`src/synth_ctrl_pkg.sv`:
```
// Shared constants and carrier types for the reference path and output multiplexer control
package synth_ctrl_pkg;
	localparam int ADDR_BITS = 15;
	localparam int FRAME_BITS = 24;
	localparam int REF_COUNT_BITS = 5;
	localparam logic [14:0] ADDR_LOOP_CONTROL = 15'h001e;
	localparam logic [14:0] ADDR_REF_DIVIDER = 15'h001f;
	localparam logic [14:0] ADDR_MUX_CONTROL = 15'h0020;
	localparam logic [14:0] ADDR_REF_CONFIG = 15'h0022;
	localparam int COUNTER_HOLD_BIT = 0;
	localparam int POWER_DOWN_BIT = 2;
	localparam int MUX_SEL_LSB = 4;
	localparam int MUX_ENABLE_BIT = 3;
	localparam int LEVEL_SELECT_BIT = 2;
	localparam int REF_TYPE_BIT = 6;
	localparam int DOUBLER_BIT = 5;
	localparam int HALF_DIVIDER_BIT = 4;
	localparam logic [7:0] LOOP_CONTROL_MASK = 8'h05;
	localparam logic [7:0] REF_DIVIDER_MASK = 8'h1f;
	localparam logic [7:0] MUX_CONTROL_MASK = 8'hfc;
	localparam logic [7:0] REF_CONFIG_MASK = 8'h70;
	localparam logic [7:0] LOOP_CONTROL_RESET = 8'h00;
	localparam logic [7:0] REF_DIVIDER_RESET = 8'h01;
	localparam logic [7:0] MUX_CONTROL_RESET = 8'h14;
	localparam logic [7:0] REF_CONFIG_RESET = 8'h00;
	localparam logic [3:0] MUX_TRISTATE = 4'h0;
	localparam logic [3:0] MUX_LOCK_DETECT = 4'h1;
	localparam logic [3:0] MUX_CP_UP = 4'h2;
	localparam logic [3:0] MUX_CP_DOWN = 4'h3;
	localparam logic [3:0] MUX_REF_HALF = 4'h4;
	localparam logic [3:0] MUX_FB_HALF = 4'h5;
	localparam logic [3:0] MUX_VCO_TEST = 4'h6;
	localparam logic [3:0] MUX_HIGH = 4'h8;
	localparam logic [3:0] MUX_CAL_R_BAND = 4'h9;
	localparam logic [3:0] MUX_CAL_N_BAND = 4'ha;

	typedef struct packed {
		logic lock_detect;
		logic cp_up;
		logic cp_down;
		logic vco_test;
		logic cal_r_band;
		logic cal_n_band;
	} mux_src_t;

	typedef struct packed {
		logic en;
		logic [14:0] addr;
		logic [7:0] data;
	} reg_write_t;
endpackage : synth_ctrl_pkg

```
`src/serial_port.sv`:
```
// Serial programming port: 24-bit frames, read flag, 15-bit address, 8-bit data
`timescale 1ns/1ps
`default_nettype none
module serial_port (
	input wire logic clk,
	input wire logic reset,
	input wire logic ce,
	input wire logic sclk,
	input wire logic cs_n,
	input wire logic sdi,
	input wire logic [7:0] rd_data,
	output synth_ctrl_pkg::reg_write_t wr,
	output logic [14:0] rd_addr,
	output logic sdo,
	output logic sdo_active
);
	typedef enum logic [1:0] {IDLE, ADDRESS, DATA, DONE} port_state_t;
	port_state_t state, next_state;
	logic [4:0] bit_cnt, next_bit_cnt;
	logic [15:0] shift_in, next_shift_in;
	logic is_read, next_is_read;
	logic [7:0] tx_shift, next_tx_shift;
	logic sclk_prev, next_sdo, next_sdo_active;
	synth_ctrl_pkg::reg_write_t next_wr;
	logic [14:0] next_rd_addr;
	logic rise, fall;

	always_comb begin
		rise = sclk & ~sclk_prev;
		fall = ~sclk & sclk_prev;
		next_state = state;
		next_bit_cnt = bit_cnt;
		next_shift_in = shift_in;
		next_is_read = is_read;
		next_tx_shift = tx_shift;
		next_sdo = sdo;
		next_sdo_active = sdo_active;
		next_rd_addr = rd_addr;
		next_wr = wr;
		next_wr.en = 1'b0;
		if (cs_n) begin
			// Deselect aborts any partial frame, so a short frame never writes
			next_state = IDLE;
			next_bit_cnt = 5'h00;
			next_sdo_active = 1'b0;
		end else begin
			case (state)
				IDLE: begin
					next_state = ADDRESS;
					next_bit_cnt = 5'h00;
				end
				ADDRESS: begin
					if (rise) begin
						next_shift_in = {shift_in[14:0], sdi};
						next_bit_cnt = bit_cnt + 5'h01;
						if (bit_cnt == 5'h0f) begin
							next_is_read = shift_in[14];
							next_rd_addr = {shift_in[13:0], sdi};
							next_state = DATA;
							next_bit_cnt = 5'h00;
						end
					end
				end
				DATA: begin
					if (rise) begin
						next_shift_in = {shift_in[14:0], sdi};
						next_bit_cnt = bit_cnt + 5'h01;
						if (bit_cnt == 5'h07) begin
							next_wr.en = ~is_read;
							next_wr.addr = rd_addr;
							next_wr.data = {shift_in[6:0], sdi};
							next_state = DONE;
						end
					end
					if (fall && is_read) begin
						next_sdo_active = 1'b1;
						if (bit_cnt == 5'h00) begin
							next_sdo = rd_data[7];
							next_tx_shift = {rd_data[6:0], 1'b0};
						end else begin
							next_sdo = tx_shift[7];
							next_tx_shift = {tx_shift[6:0], 1'b0};
						end
					end
				end
				DONE: next_state = DONE;
				default: next_state = IDLE;
			endcase
		end
	end

	always_ff @(posedge clk) begin
		if (reset) begin
			state <= IDLE;
			bit_cnt <= 5'h00;
			shift_in <= 16'h0000;
			is_read <= 1'b0;
			tx_shift <= 8'h00;
			sclk_prev <= 1'b0;
			sdo <= 1'b0;
			sdo_active <= 1'b0;
			rd_addr <= 15'h0000;
			wr <= '0;
		end else if (ce) begin
			state <= next_state;
			bit_cnt <= next_bit_cnt;
			shift_in <= next_shift_in;
			is_read <= next_is_read;
			tx_shift <= next_tx_shift;
			sclk_prev <= sclk;
			sdo <= next_sdo;
			sdo_active <= next_sdo_active;
			rd_addr <= next_rd_addr;
			wr <= next_wr;
		end
	end
endmodule : serial_port
`default_nettype wire

```
`src/ref_path_muxout_control.sv`:
```
// Loop control, reference divider, output multiplexer and reference path registers
`timescale 1ns/1ps
`default_nettype none
module ref_path_muxout_control (
	input wire logic CLK_SYS,
	input wire logic RESET,
	input wire logic CE,
	input wire logic SCLK,
	input wire logic CS_N,
	input wire logic SDIO_IN,
	input wire logic REF_IN,
	input wire logic FB_IN,
	input wire synth_ctrl_pkg::mux_src_t MUX_SRC,
	output logic SDIO_OUT,
	output logic SDIO_OE_N,
	output logic MUXOUT_OUT,
	output logic MUXOUT_OE_N,
	output logic PFD_REF,
	output logic PFD_FB,
	output logic LOOP_POWER_DOWN,
	output logic COUNTER_HOLD,
	output logic REF_INPUT_TYPE,
	output logic REF_DOUBLER_ON,
	output logic OUTPUT_LOGIC_LEVEL_3V3
);
	// Pin order: sclk, cs_n, sdio, ref, fb; chip select idles high
	localparam logic [4:0] PIN_RESET = 5'h08;
	logic [4:0] pin_meta, pin_sync;
	logic [7:0] loop_control, ref_divider, mux_control, ref_config;
	logic [7:0] next_loop_control, next_ref_divider, next_mux_control, next_ref_config;
	logic [7:0] rd_data;
	logic [14:0] rd_addr;
	synth_ctrl_pkg::reg_write_t wr;
	logic sdo, sdo_active;
	logic ref_prev, fb_prev, ref_pulse, r_half, fb_half;
	logic next_ref_pulse, next_r_half, next_fb_half;
	logic [4:0] ref_count, next_ref_count;
	logic ref_edge, fb_edge, hold, mux_en, sel_out;
	logic [3:0] mux_sel;
	logic next_muxout, next_muxout_oe_n, next_sdio_oe_n, next_pfd_ref, next_pfd_fb;

	always_ff @(posedge CLK_SYS) begin
		if (RESET) begin
			pin_meta <= PIN_RESET;
			pin_sync <= PIN_RESET;
		end else if (CE) begin
			pin_meta <= {SCLK, CS_N, SDIO_IN, REF_IN, FB_IN};
			pin_sync <= pin_meta;
		end
	end

	serial_port u_port (
		.clk(CLK_SYS),
		.reset(RESET),
		.ce(CE),
		.sclk(pin_sync[4]),
		.cs_n(pin_sync[3]),
		.sdi(pin_sync[2]),
		.rd_data(rd_data),
		.wr(wr),
		.rd_addr(rd_addr),
		.sdo(sdo),
		.sdo_active(sdo_active)
	);

	always_comb begin
		next_loop_control = loop_control;
		next_ref_divider = ref_divider;
		next_mux_control = mux_control;
		next_ref_config = ref_config;
		if (wr.en) begin
			// Masks keep reserved bits at zero whatever the host sends
			case (wr.addr)
				synth_ctrl_pkg::ADDR_LOOP_CONTROL:
					next_loop_control = wr.data & synth_ctrl_pkg::LOOP_CONTROL_MASK;
				synth_ctrl_pkg::ADDR_REF_DIVIDER:
					next_ref_divider = wr.data & synth_ctrl_pkg::REF_DIVIDER_MASK;
				synth_ctrl_pkg::ADDR_MUX_CONTROL:
					next_mux_control = wr.data & synth_ctrl_pkg::MUX_CONTROL_MASK;
				synth_ctrl_pkg::ADDR_REF_CONFIG:
					next_ref_config = wr.data & synth_ctrl_pkg::REF_CONFIG_MASK;
				default: next_loop_control = loop_control;
			endcase
		end
		case (rd_addr)
			synth_ctrl_pkg::ADDR_LOOP_CONTROL: rd_data = loop_control;
			synth_ctrl_pkg::ADDR_REF_DIVIDER: rd_data = ref_divider;
			synth_ctrl_pkg::ADDR_MUX_CONTROL: rd_data = mux_control;
			synth_ctrl_pkg::ADDR_REF_CONFIG: rd_data = ref_config;
			default: rd_data = 8'h00;
		endcase
	end

	always_comb begin
		// Power-down stops the loop counters too; registers are untouched
		hold = loop_control[synth_ctrl_pkg::COUNTER_HOLD_BIT]
			| loop_control[synth_ctrl_pkg::POWER_DOWN_BIT];
		// Doubler counts both reference edges, an edge-rate stand-in for the analog doubler
		ref_edge = ref_config[synth_ctrl_pkg::DOUBLER_BIT] ? (pin_sync[1] ^ ref_prev)
			: (pin_sync[1] & ~ref_prev);
		fb_edge = pin_sync[0] & ~fb_prev;
		next_ref_count = ref_count;
		next_ref_pulse = 1'b0;
		next_r_half = r_half;
		next_fb_half = fb_half;
		if (hold) begin
			next_ref_count = 5'h00;
			next_r_half = 1'b0;
			next_fb_half = 1'b0;
		end else begin
			if (ref_edge) begin
				// Zero minus one wraps to 31, giving a ratio of thirty-two
				if (ref_count == 5'(ref_divider[4:0] - 5'h01)) begin
					next_ref_count = 5'h00;
					next_ref_pulse = 1'b1;
				end else begin
					next_ref_count = ref_count + 5'h01;
				end
			end
			if (ref_pulse) begin
				next_r_half = ~r_half;
			end
			if (fb_edge) begin
				next_fb_half = ~fb_half;
			end
		end
		next_pfd_ref = hold ? 1'b0 : (ref_config[synth_ctrl_pkg::HALF_DIVIDER_BIT]
			? next_r_half : ref_pulse);
		next_pfd_fb = ~hold & fb_edge;
	end

	always_comb begin
		mux_en = mux_control[synth_ctrl_pkg::MUX_ENABLE_BIT];
		mux_sel = mux_control[synth_ctrl_pkg::MUX_SEL_LSB +: 4];
		case (mux_sel)
			synth_ctrl_pkg::MUX_LOCK_DETECT: sel_out = MUX_SRC.lock_detect;
			synth_ctrl_pkg::MUX_CP_UP: sel_out = MUX_SRC.cp_up;
			synth_ctrl_pkg::MUX_CP_DOWN: sel_out = MUX_SRC.cp_down;
			synth_ctrl_pkg::MUX_REF_HALF: sel_out = r_half;
			synth_ctrl_pkg::MUX_FB_HALF: sel_out = fb_half;
			synth_ctrl_pkg::MUX_VCO_TEST: sel_out = MUX_SRC.vco_test;
			synth_ctrl_pkg::MUX_HIGH: sel_out = 1'b1;
			synth_ctrl_pkg::MUX_CAL_R_BAND: sel_out = MUX_SRC.cal_r_band;
			synth_ctrl_pkg::MUX_CAL_N_BAND: sel_out = MUX_SRC.cal_n_band;
			default: sel_out = 1'b0;
		endcase
		if (mux_en) begin
			next_muxout = sel_out;
			next_muxout_oe_n = 1'b0;
		end else begin
			// Pin becomes read data; code zero floats it between reads
			next_muxout = sdo_active & sdo;
			next_muxout_oe_n = ~sdo_active & (mux_sel == synth_ctrl_pkg::MUX_TRISTATE);
		end
		next_sdio_oe_n = ~(sdo_active & mux_en);
	end

	always_ff @(posedge CLK_SYS) begin
		if (RESET) begin
			loop_control <= synth_ctrl_pkg::LOOP_CONTROL_RESET;
			ref_divider <= synth_ctrl_pkg::REF_DIVIDER_RESET;
			mux_control <= synth_ctrl_pkg::MUX_CONTROL_RESET;
			ref_config <= synth_ctrl_pkg::REF_CONFIG_RESET;
			ref_prev <= 1'b0;
			fb_prev <= 1'b0;
			ref_count <= 5'h00;
			ref_pulse <= 1'b0;
			r_half <= 1'b0;
			fb_half <= 1'b0;
			PFD_REF <= 1'b0;
			PFD_FB <= 1'b0;
			MUXOUT_OUT <= 1'b0;
			MUXOUT_OE_N <= 1'b1;
			SDIO_OUT <= 1'b0;
			SDIO_OE_N <= 1'b1;
			LOOP_POWER_DOWN <= 1'b0;
			COUNTER_HOLD <= 1'b0;
			REF_INPUT_TYPE <= 1'b0;
			REF_DOUBLER_ON <= 1'b0;
			OUTPUT_LOGIC_LEVEL_3V3 <= 1'b1;
		end else if (CE) begin
			loop_control <= next_loop_control;
			ref_divider <= next_ref_divider;
			mux_control <= next_mux_control;
			ref_config <= next_ref_config;
			ref_prev <= pin_sync[1];
			fb_prev <= pin_sync[0];
			ref_count <= next_ref_count;
			ref_pulse <= next_ref_pulse;
			r_half <= next_r_half;
			fb_half <= next_fb_half;
			PFD_REF <= next_pfd_ref;
			PFD_FB <= next_pfd_fb;
			MUXOUT_OUT <= next_muxout;
			MUXOUT_OE_N <= next_muxout_oe_n;
			SDIO_OUT <= sdo;
			SDIO_OE_N <= next_sdio_oe_n;
			LOOP_POWER_DOWN <= loop_control[synth_ctrl_pkg::POWER_DOWN_BIT];
			COUNTER_HOLD <= loop_control[synth_ctrl_pkg::COUNTER_HOLD_BIT];
			REF_INPUT_TYPE <= ref_config[synth_ctrl_pkg::REF_TYPE_BIT];
			REF_DOUBLER_ON <= ref_config[synth_ctrl_pkg::DOUBLER_BIT];
			OUTPUT_LOGIC_LEVEL_3V3 <= mux_control[synth_ctrl_pkg::LEVEL_SELECT_BIT];
		end
	end

	chk_hold_silences_pfd: assert property (@(posedge CLK_SYS) disable iff (RESET)
		CE && loop_control[0] |=> !PFD_REF && !PFD_FB && ref_count == 5'h00)
		else $error("Detector edges seen while counters held");
	chk_power_down_out: assert property (@(posedge CLK_SYS) disable iff (RESET)
		CE && loop_control[2] |=> LOOP_POWER_DOWN && !PFD_REF && !PFD_FB)
		else $error("Power-down did not stop the loop");
	chk_zero_ratio_32: assert property (@(posedge CLK_SYS) disable iff (RESET)
		CE && !hold && ref_edge && ref_divider[4:0] == 5'h00 && ref_count == 5'h1f
		|=> ref_pulse && ref_count == 5'h00)
		else $error("Zero reference count did not divide by 32");
	chk_ratio_count: assert property (@(posedge CLK_SYS) disable iff (RESET)
		CE && !hold && ref_edge && ref_divider[4:0] == 5'h03 && ref_count == 5'h01
		|=> !ref_pulse && ref_count == 5'h02)
		else $error("Reference counter ended early");
	chk_mux_high_code: assert property (@(posedge CLK_SYS) disable iff (RESET)
		CE && mux_control[3] && mux_control[7:4] == 4'h8 |=> MUXOUT_OUT && !MUXOUT_OE_N)
		else $error("Constant-high select not driven");
	chk_tristate_idle: assert property (@(posedge CLK_SYS) disable iff (RESET)
		CE && !mux_control[3] && mux_control[7:4] == 4'h0 && !sdo_active |=> MUXOUT_OE_N)
		else $error("Mux pin not released");
	chk_muxout_read: assert property (@(posedge CLK_SYS) disable iff (RESET)
		CE && !mux_control[3] && sdo_active |=> !MUXOUT_OE_N && MUXOUT_OUT == $past(sdo))
		else $error("Read data missing on mux pin");
	chk_half_stage: assert property (@(posedge CLK_SYS) disable iff (RESET)
		CE && !hold && ref_config[4] && ref_pulse |=> PFD_REF == r_half && r_half != $past(r_half))
		else $error("Divide-by-two stage did not toggle");
	chk_reserved_zero: assert property (@(posedge CLK_SYS) disable iff (RESET)
		ref_divider[7:5] == 3'h0 && mux_control[1:0] == 2'h0 && ref_config[7] == 1'b0
		&& ref_config[3:0] == 4'h0 && loop_control[1] == 1'b0)
		else $error("Reserved bit set");
	chk_reset_values: assert property (@(posedge CLK_SYS)
		$past(RESET) |-> ref_divider == 8'h01 && mux_control == 8'h14 && ref_config == 8'h00)
		else $error("Wrong value after reset");
endmodule : ref_path_muxout_control
`default_nettype wire

```
`config.mk`:
```
export PLATFORM = sky130hd
export DESIGN_NAME = ref_path_muxout_control
export DESIGN_NICKNAME = d
export VERILOG_FILES = /design/src/synth_ctrl_pkg.sv /design/src/serial_port.sv /design/src/ref_path_muxout_control.sv
export SDC_FILE = /design/constraint.sdc
export NUM_CORES = 1
export LEC_CHECK = 0
export BUFFER_PORTS_ARGS = -buffer_cell sky130_fd_sc_hd__buf_4
export CORE_AREA = 2 2 136 138
export CTS_BUF_LIST = sky130_fd_sc_hd__clkbuf_2
export DETAILED_ROUTE_END_ITERATION = 7
export DIE_AREA = 0 0 138 140
export PLACE_DENSITY_LB_ADDON = 0.12
export SYNTH_ARGS = -nofsm -noshare
export SYNTH_HDL_FRONTEND = slang
export SYNTH_HIERARCHICAL = 1
export SYNTH_SLANG_ARGS = --single-unit
```
`constraint.sdc`:
```
create_clock -name CLK_SYS -period 4.9 [get_ports CLK_SYS]
set_clock_uncertainty 0.15 [all_clocks]
set_input_delay 0.735 -clock CLK_SYS [delete_from_list [all_inputs] [get_ports CLK_SYS]]
set_output_delay 0.735 -clock CLK_SYS [all_outputs]
set_load 0.03 [all_outputs]
```
==> flow_summary.ini <==
[synthesis]
synth_warnings = 6
synth_area_leader_cell = dfxtp_1
yosysSeqAreaShare = 0.449
async_flop_share = 0
syn_inst = 596
ys_ff_latch = 119
synth_top_area_frac = 0.449
ys.flop_type = dfxtp_1
netlist_area_um2 = 5310
synthesis.nets = 619
synth_area_leaders = dfxtp_1 45%, mux2i_1 11%, nand2_1 6.5%, a21oi_1 5.0%, nor2_1 4.9%
syn-mean-instance-area_um2 = 8.90
synth.distinct_cells = 67
synth_edf_count = 0

[global_route]
antenna_found_initial = 1
track_usage = 0.132
grt_max_degree = 68
first_global_vias = 3993
grt_first_pass_wirelength_um = 20500
grt-ovfl-total = 0

[drt]
antenna_left = 0
wl_per_cell_um = 14.3
vias = 4021
first_pass_iters = 4
totalWireLength_um = 12100
drtIter0Drc = 215
vias_per_cell = 4.73
route.detailed.drc = 0

[sta]
slew_violations = 0
max_freq_mhz = 424
hold_violations = 0
max_slew_margin = 0.219
finalSetupViolCount = 0
hold_slack_ns = 0.145
min_period_over_period = 0.482
rsz0062_at_grt = false
finalCriticalPeriod_ns = 2.36
worst_pin_slew_ns = 1.16
setup_tns_ns = 0

[power_and_ir_drop]
internal-power_w = 0.00143
power_w = 0.00185
p_leak_nw = 2.12
pwr-share-comb = 0.034
p_seq_frac = 0.530
power_density_nw_per_um2 = 311
clock_power_share = 0.436
p_sw_w = 0.000423
vdd_drop_max_uv = 147
swShare = 0.228

[cells_and_area]
area_growth_pct = 12.5
drive_gt1_frac = 0.123
nFillCells = 1892
layout.nets = 630

[die]
die_w_um = 138
initial_core_util = 0.298
core_area_um2 = 17800
num_rows = 49
dieHeight_um = 140
die_area_um2 = 19300
io_pins = 25

[setup_path]
critPathLaunchType = primary input
crit_type = in2reg
path_max_fanout = 46
worstPathArrival_ns = 2.79
r2r_setup_slack_ns = 2.55
end_kind = flop
required_ns = 5.32

[place]
io_buffers = 24
dp_hpwl_um = 8210
gp_congestion = 0.758

[clocking]
numClockSinks = 119
numCtsBuffers = 17
cts_tree = built
post_cts_buffers = 0
cts_resized = 0
clk_latency_ns = 0.65
path_clk_slew_ns = 0.17
postCtsHoldBufs = 0
root_buffer = clkbuf_2
max-clock-path-buffers = 2
h-tree-depth = 4

[outcome]
status = complete, no violations

[min_path]
hold_class = in2reg

[flow_run]
cap_violations = 0
-- layer usage --
layer	global-route usage	part of all wire
met2	0.214	0.48
met5	0	0
met1	0.168	0.49
met3	0.0366	0.025
met4	0.0462	0.0060
-- power by group through the flow --
stage                     clock network [W]  logic [W]  registers, W
after detailed placement                  0  0.0000638       0.00100
after global placement                    0  0.0000626       0.00100
after CTS                          0.000839  0.0000641      0.000983
after global routing               0.000880  0.0000697      0.000985
final                              0.000808  0.0000632      0.000983
after floorplan                           0  0.0000439       0.00100
-- logic make-up (layout without fill, tap and decap cells) --
logic type,Yosys count,in the layout,synth area share
compound gates,102,102,0.126
xor+xnor,9,9,0.0149
fa+ha+maj,9,9,0.0212
buf+inv,52,76,0.0425
flops,119,119,0.449
mux,61,61,0.115
other cells,0,1,0
simple gates,244,244,0.231
-- synth_stat cells (2+ instances only) --
cell type    n
inv_1       17
nor2b_1     10
a2bb2oi_1    2
nor3_2       2
a211oi_1    10
nor2_1      69
and3_1       2
a21oi_1     53
nand2_1     92
nand4_1      3
xnor2_1      7
o211ai_1     3
a22o_1       3
buf_2       14
or3_1        4
nor4_4       2
nand3b_1     5
o21ai_0      3
nor3_1       8
a211o_1      4
a22oi_1      2
dfxtp_1    119
ha_1         9
o21ai_1      2
nand2b_1    10
mux2i_1     60
o21ba_2      2
clkbuf_1    18
nor4_1       6
or4_1        2
o31ai_1      3
xor2_1       2
nand3_1     12
nor4b_1      3
-- cells in the final DEF, fill, tap and decap left out, types with 3 or more instances in the layout --
cell	count
a211oi_1	10
a211o_1	4
nand4_1	3
nand3_1	12
bufinv_16	6
a22o_1	3
dfxtp_1	119
nand2_1	92
nor3_1	8
mux2i_1	60
buf_4	27
nor2_1	69
clkinv_1	3
nand3b_1	5
o211ai_1	3
clkinvlp_4	3
o21ai_0	3
or3_1	4
xnor2_1	7
nor4_1	6
nor2b_1	10
o31ai_1	3
nand2b_1	10
ha_1	9
a21oi_1	53
nor4_4	3
inv_1	17
clkbuf_2	17
-- flip-flops by register name (all words and copies together), names as in the netlist, 2 cells and up --
register and cells:
u_port/wr 24, mux_control 6, ref_config 3, u_port/shift_in 15
ref_divider 5, u_port/tx_shift 7, pin_sync 5, u_port/bit_cnt 5
pin_meta 5, u_port/rd_addr 15, u_port/state 2, ref_count 5
loop_control 2
-- worst max-delay path, cell delays in order --
cell	delay, ns
buf_4	0.45
nand3b_4	0.22
nor4_4	1.02
nand2_1	0.16
a21oi_1	0.16
-- path summary, 6_finish.rpt --
kind                        from             endpoint  depth (start not counted)
max reg2reg    u_port/bit_cnt[1]         u_port/wr[4]                          5
min                         CS_N          pin_meta[3]                          2
min reg2reg  u_port/shift_in[14]  u_port/shift_in[14]                          2
max                           CE         u_port/wr[4]                          5
-- per-stage QoR --
step / std cells / worst slack, ns / instance area (um^2) / utilization
global route: 850 / 2.29 / 5970 / 0.336
CTS: 849 / 2.53 / 5970 / 0.336
global placement: 817 / 1.96 / 5650 / 0.318
floorplan: 596 / 2.66 / 5310 / -
detailed placement: 817 / 1.88 / 5650 / 0.318
finish: 850 / 2.54 / 5970 / 0.336
-- area by class of cell --
class / instances / area (um^2) / area share
Sequential cell: 119 / 2380 / 0.399
Clock buffer: 17 / 85.1 / 0.0143
Multi-Input combinational cell: 425 / 2710 / 0.455
Clock inverter: 15 / 233 / 0.0390
Tap cell: 229 / 287 / 0.0480
Antenna cell: 1 / 2.50 / 0.000419
Timing Repair Buffer: 27 / 203 / 0.0340
Inverter: 17 / 63.8 / 0.0107
Power figures use the tool's default switching activity.
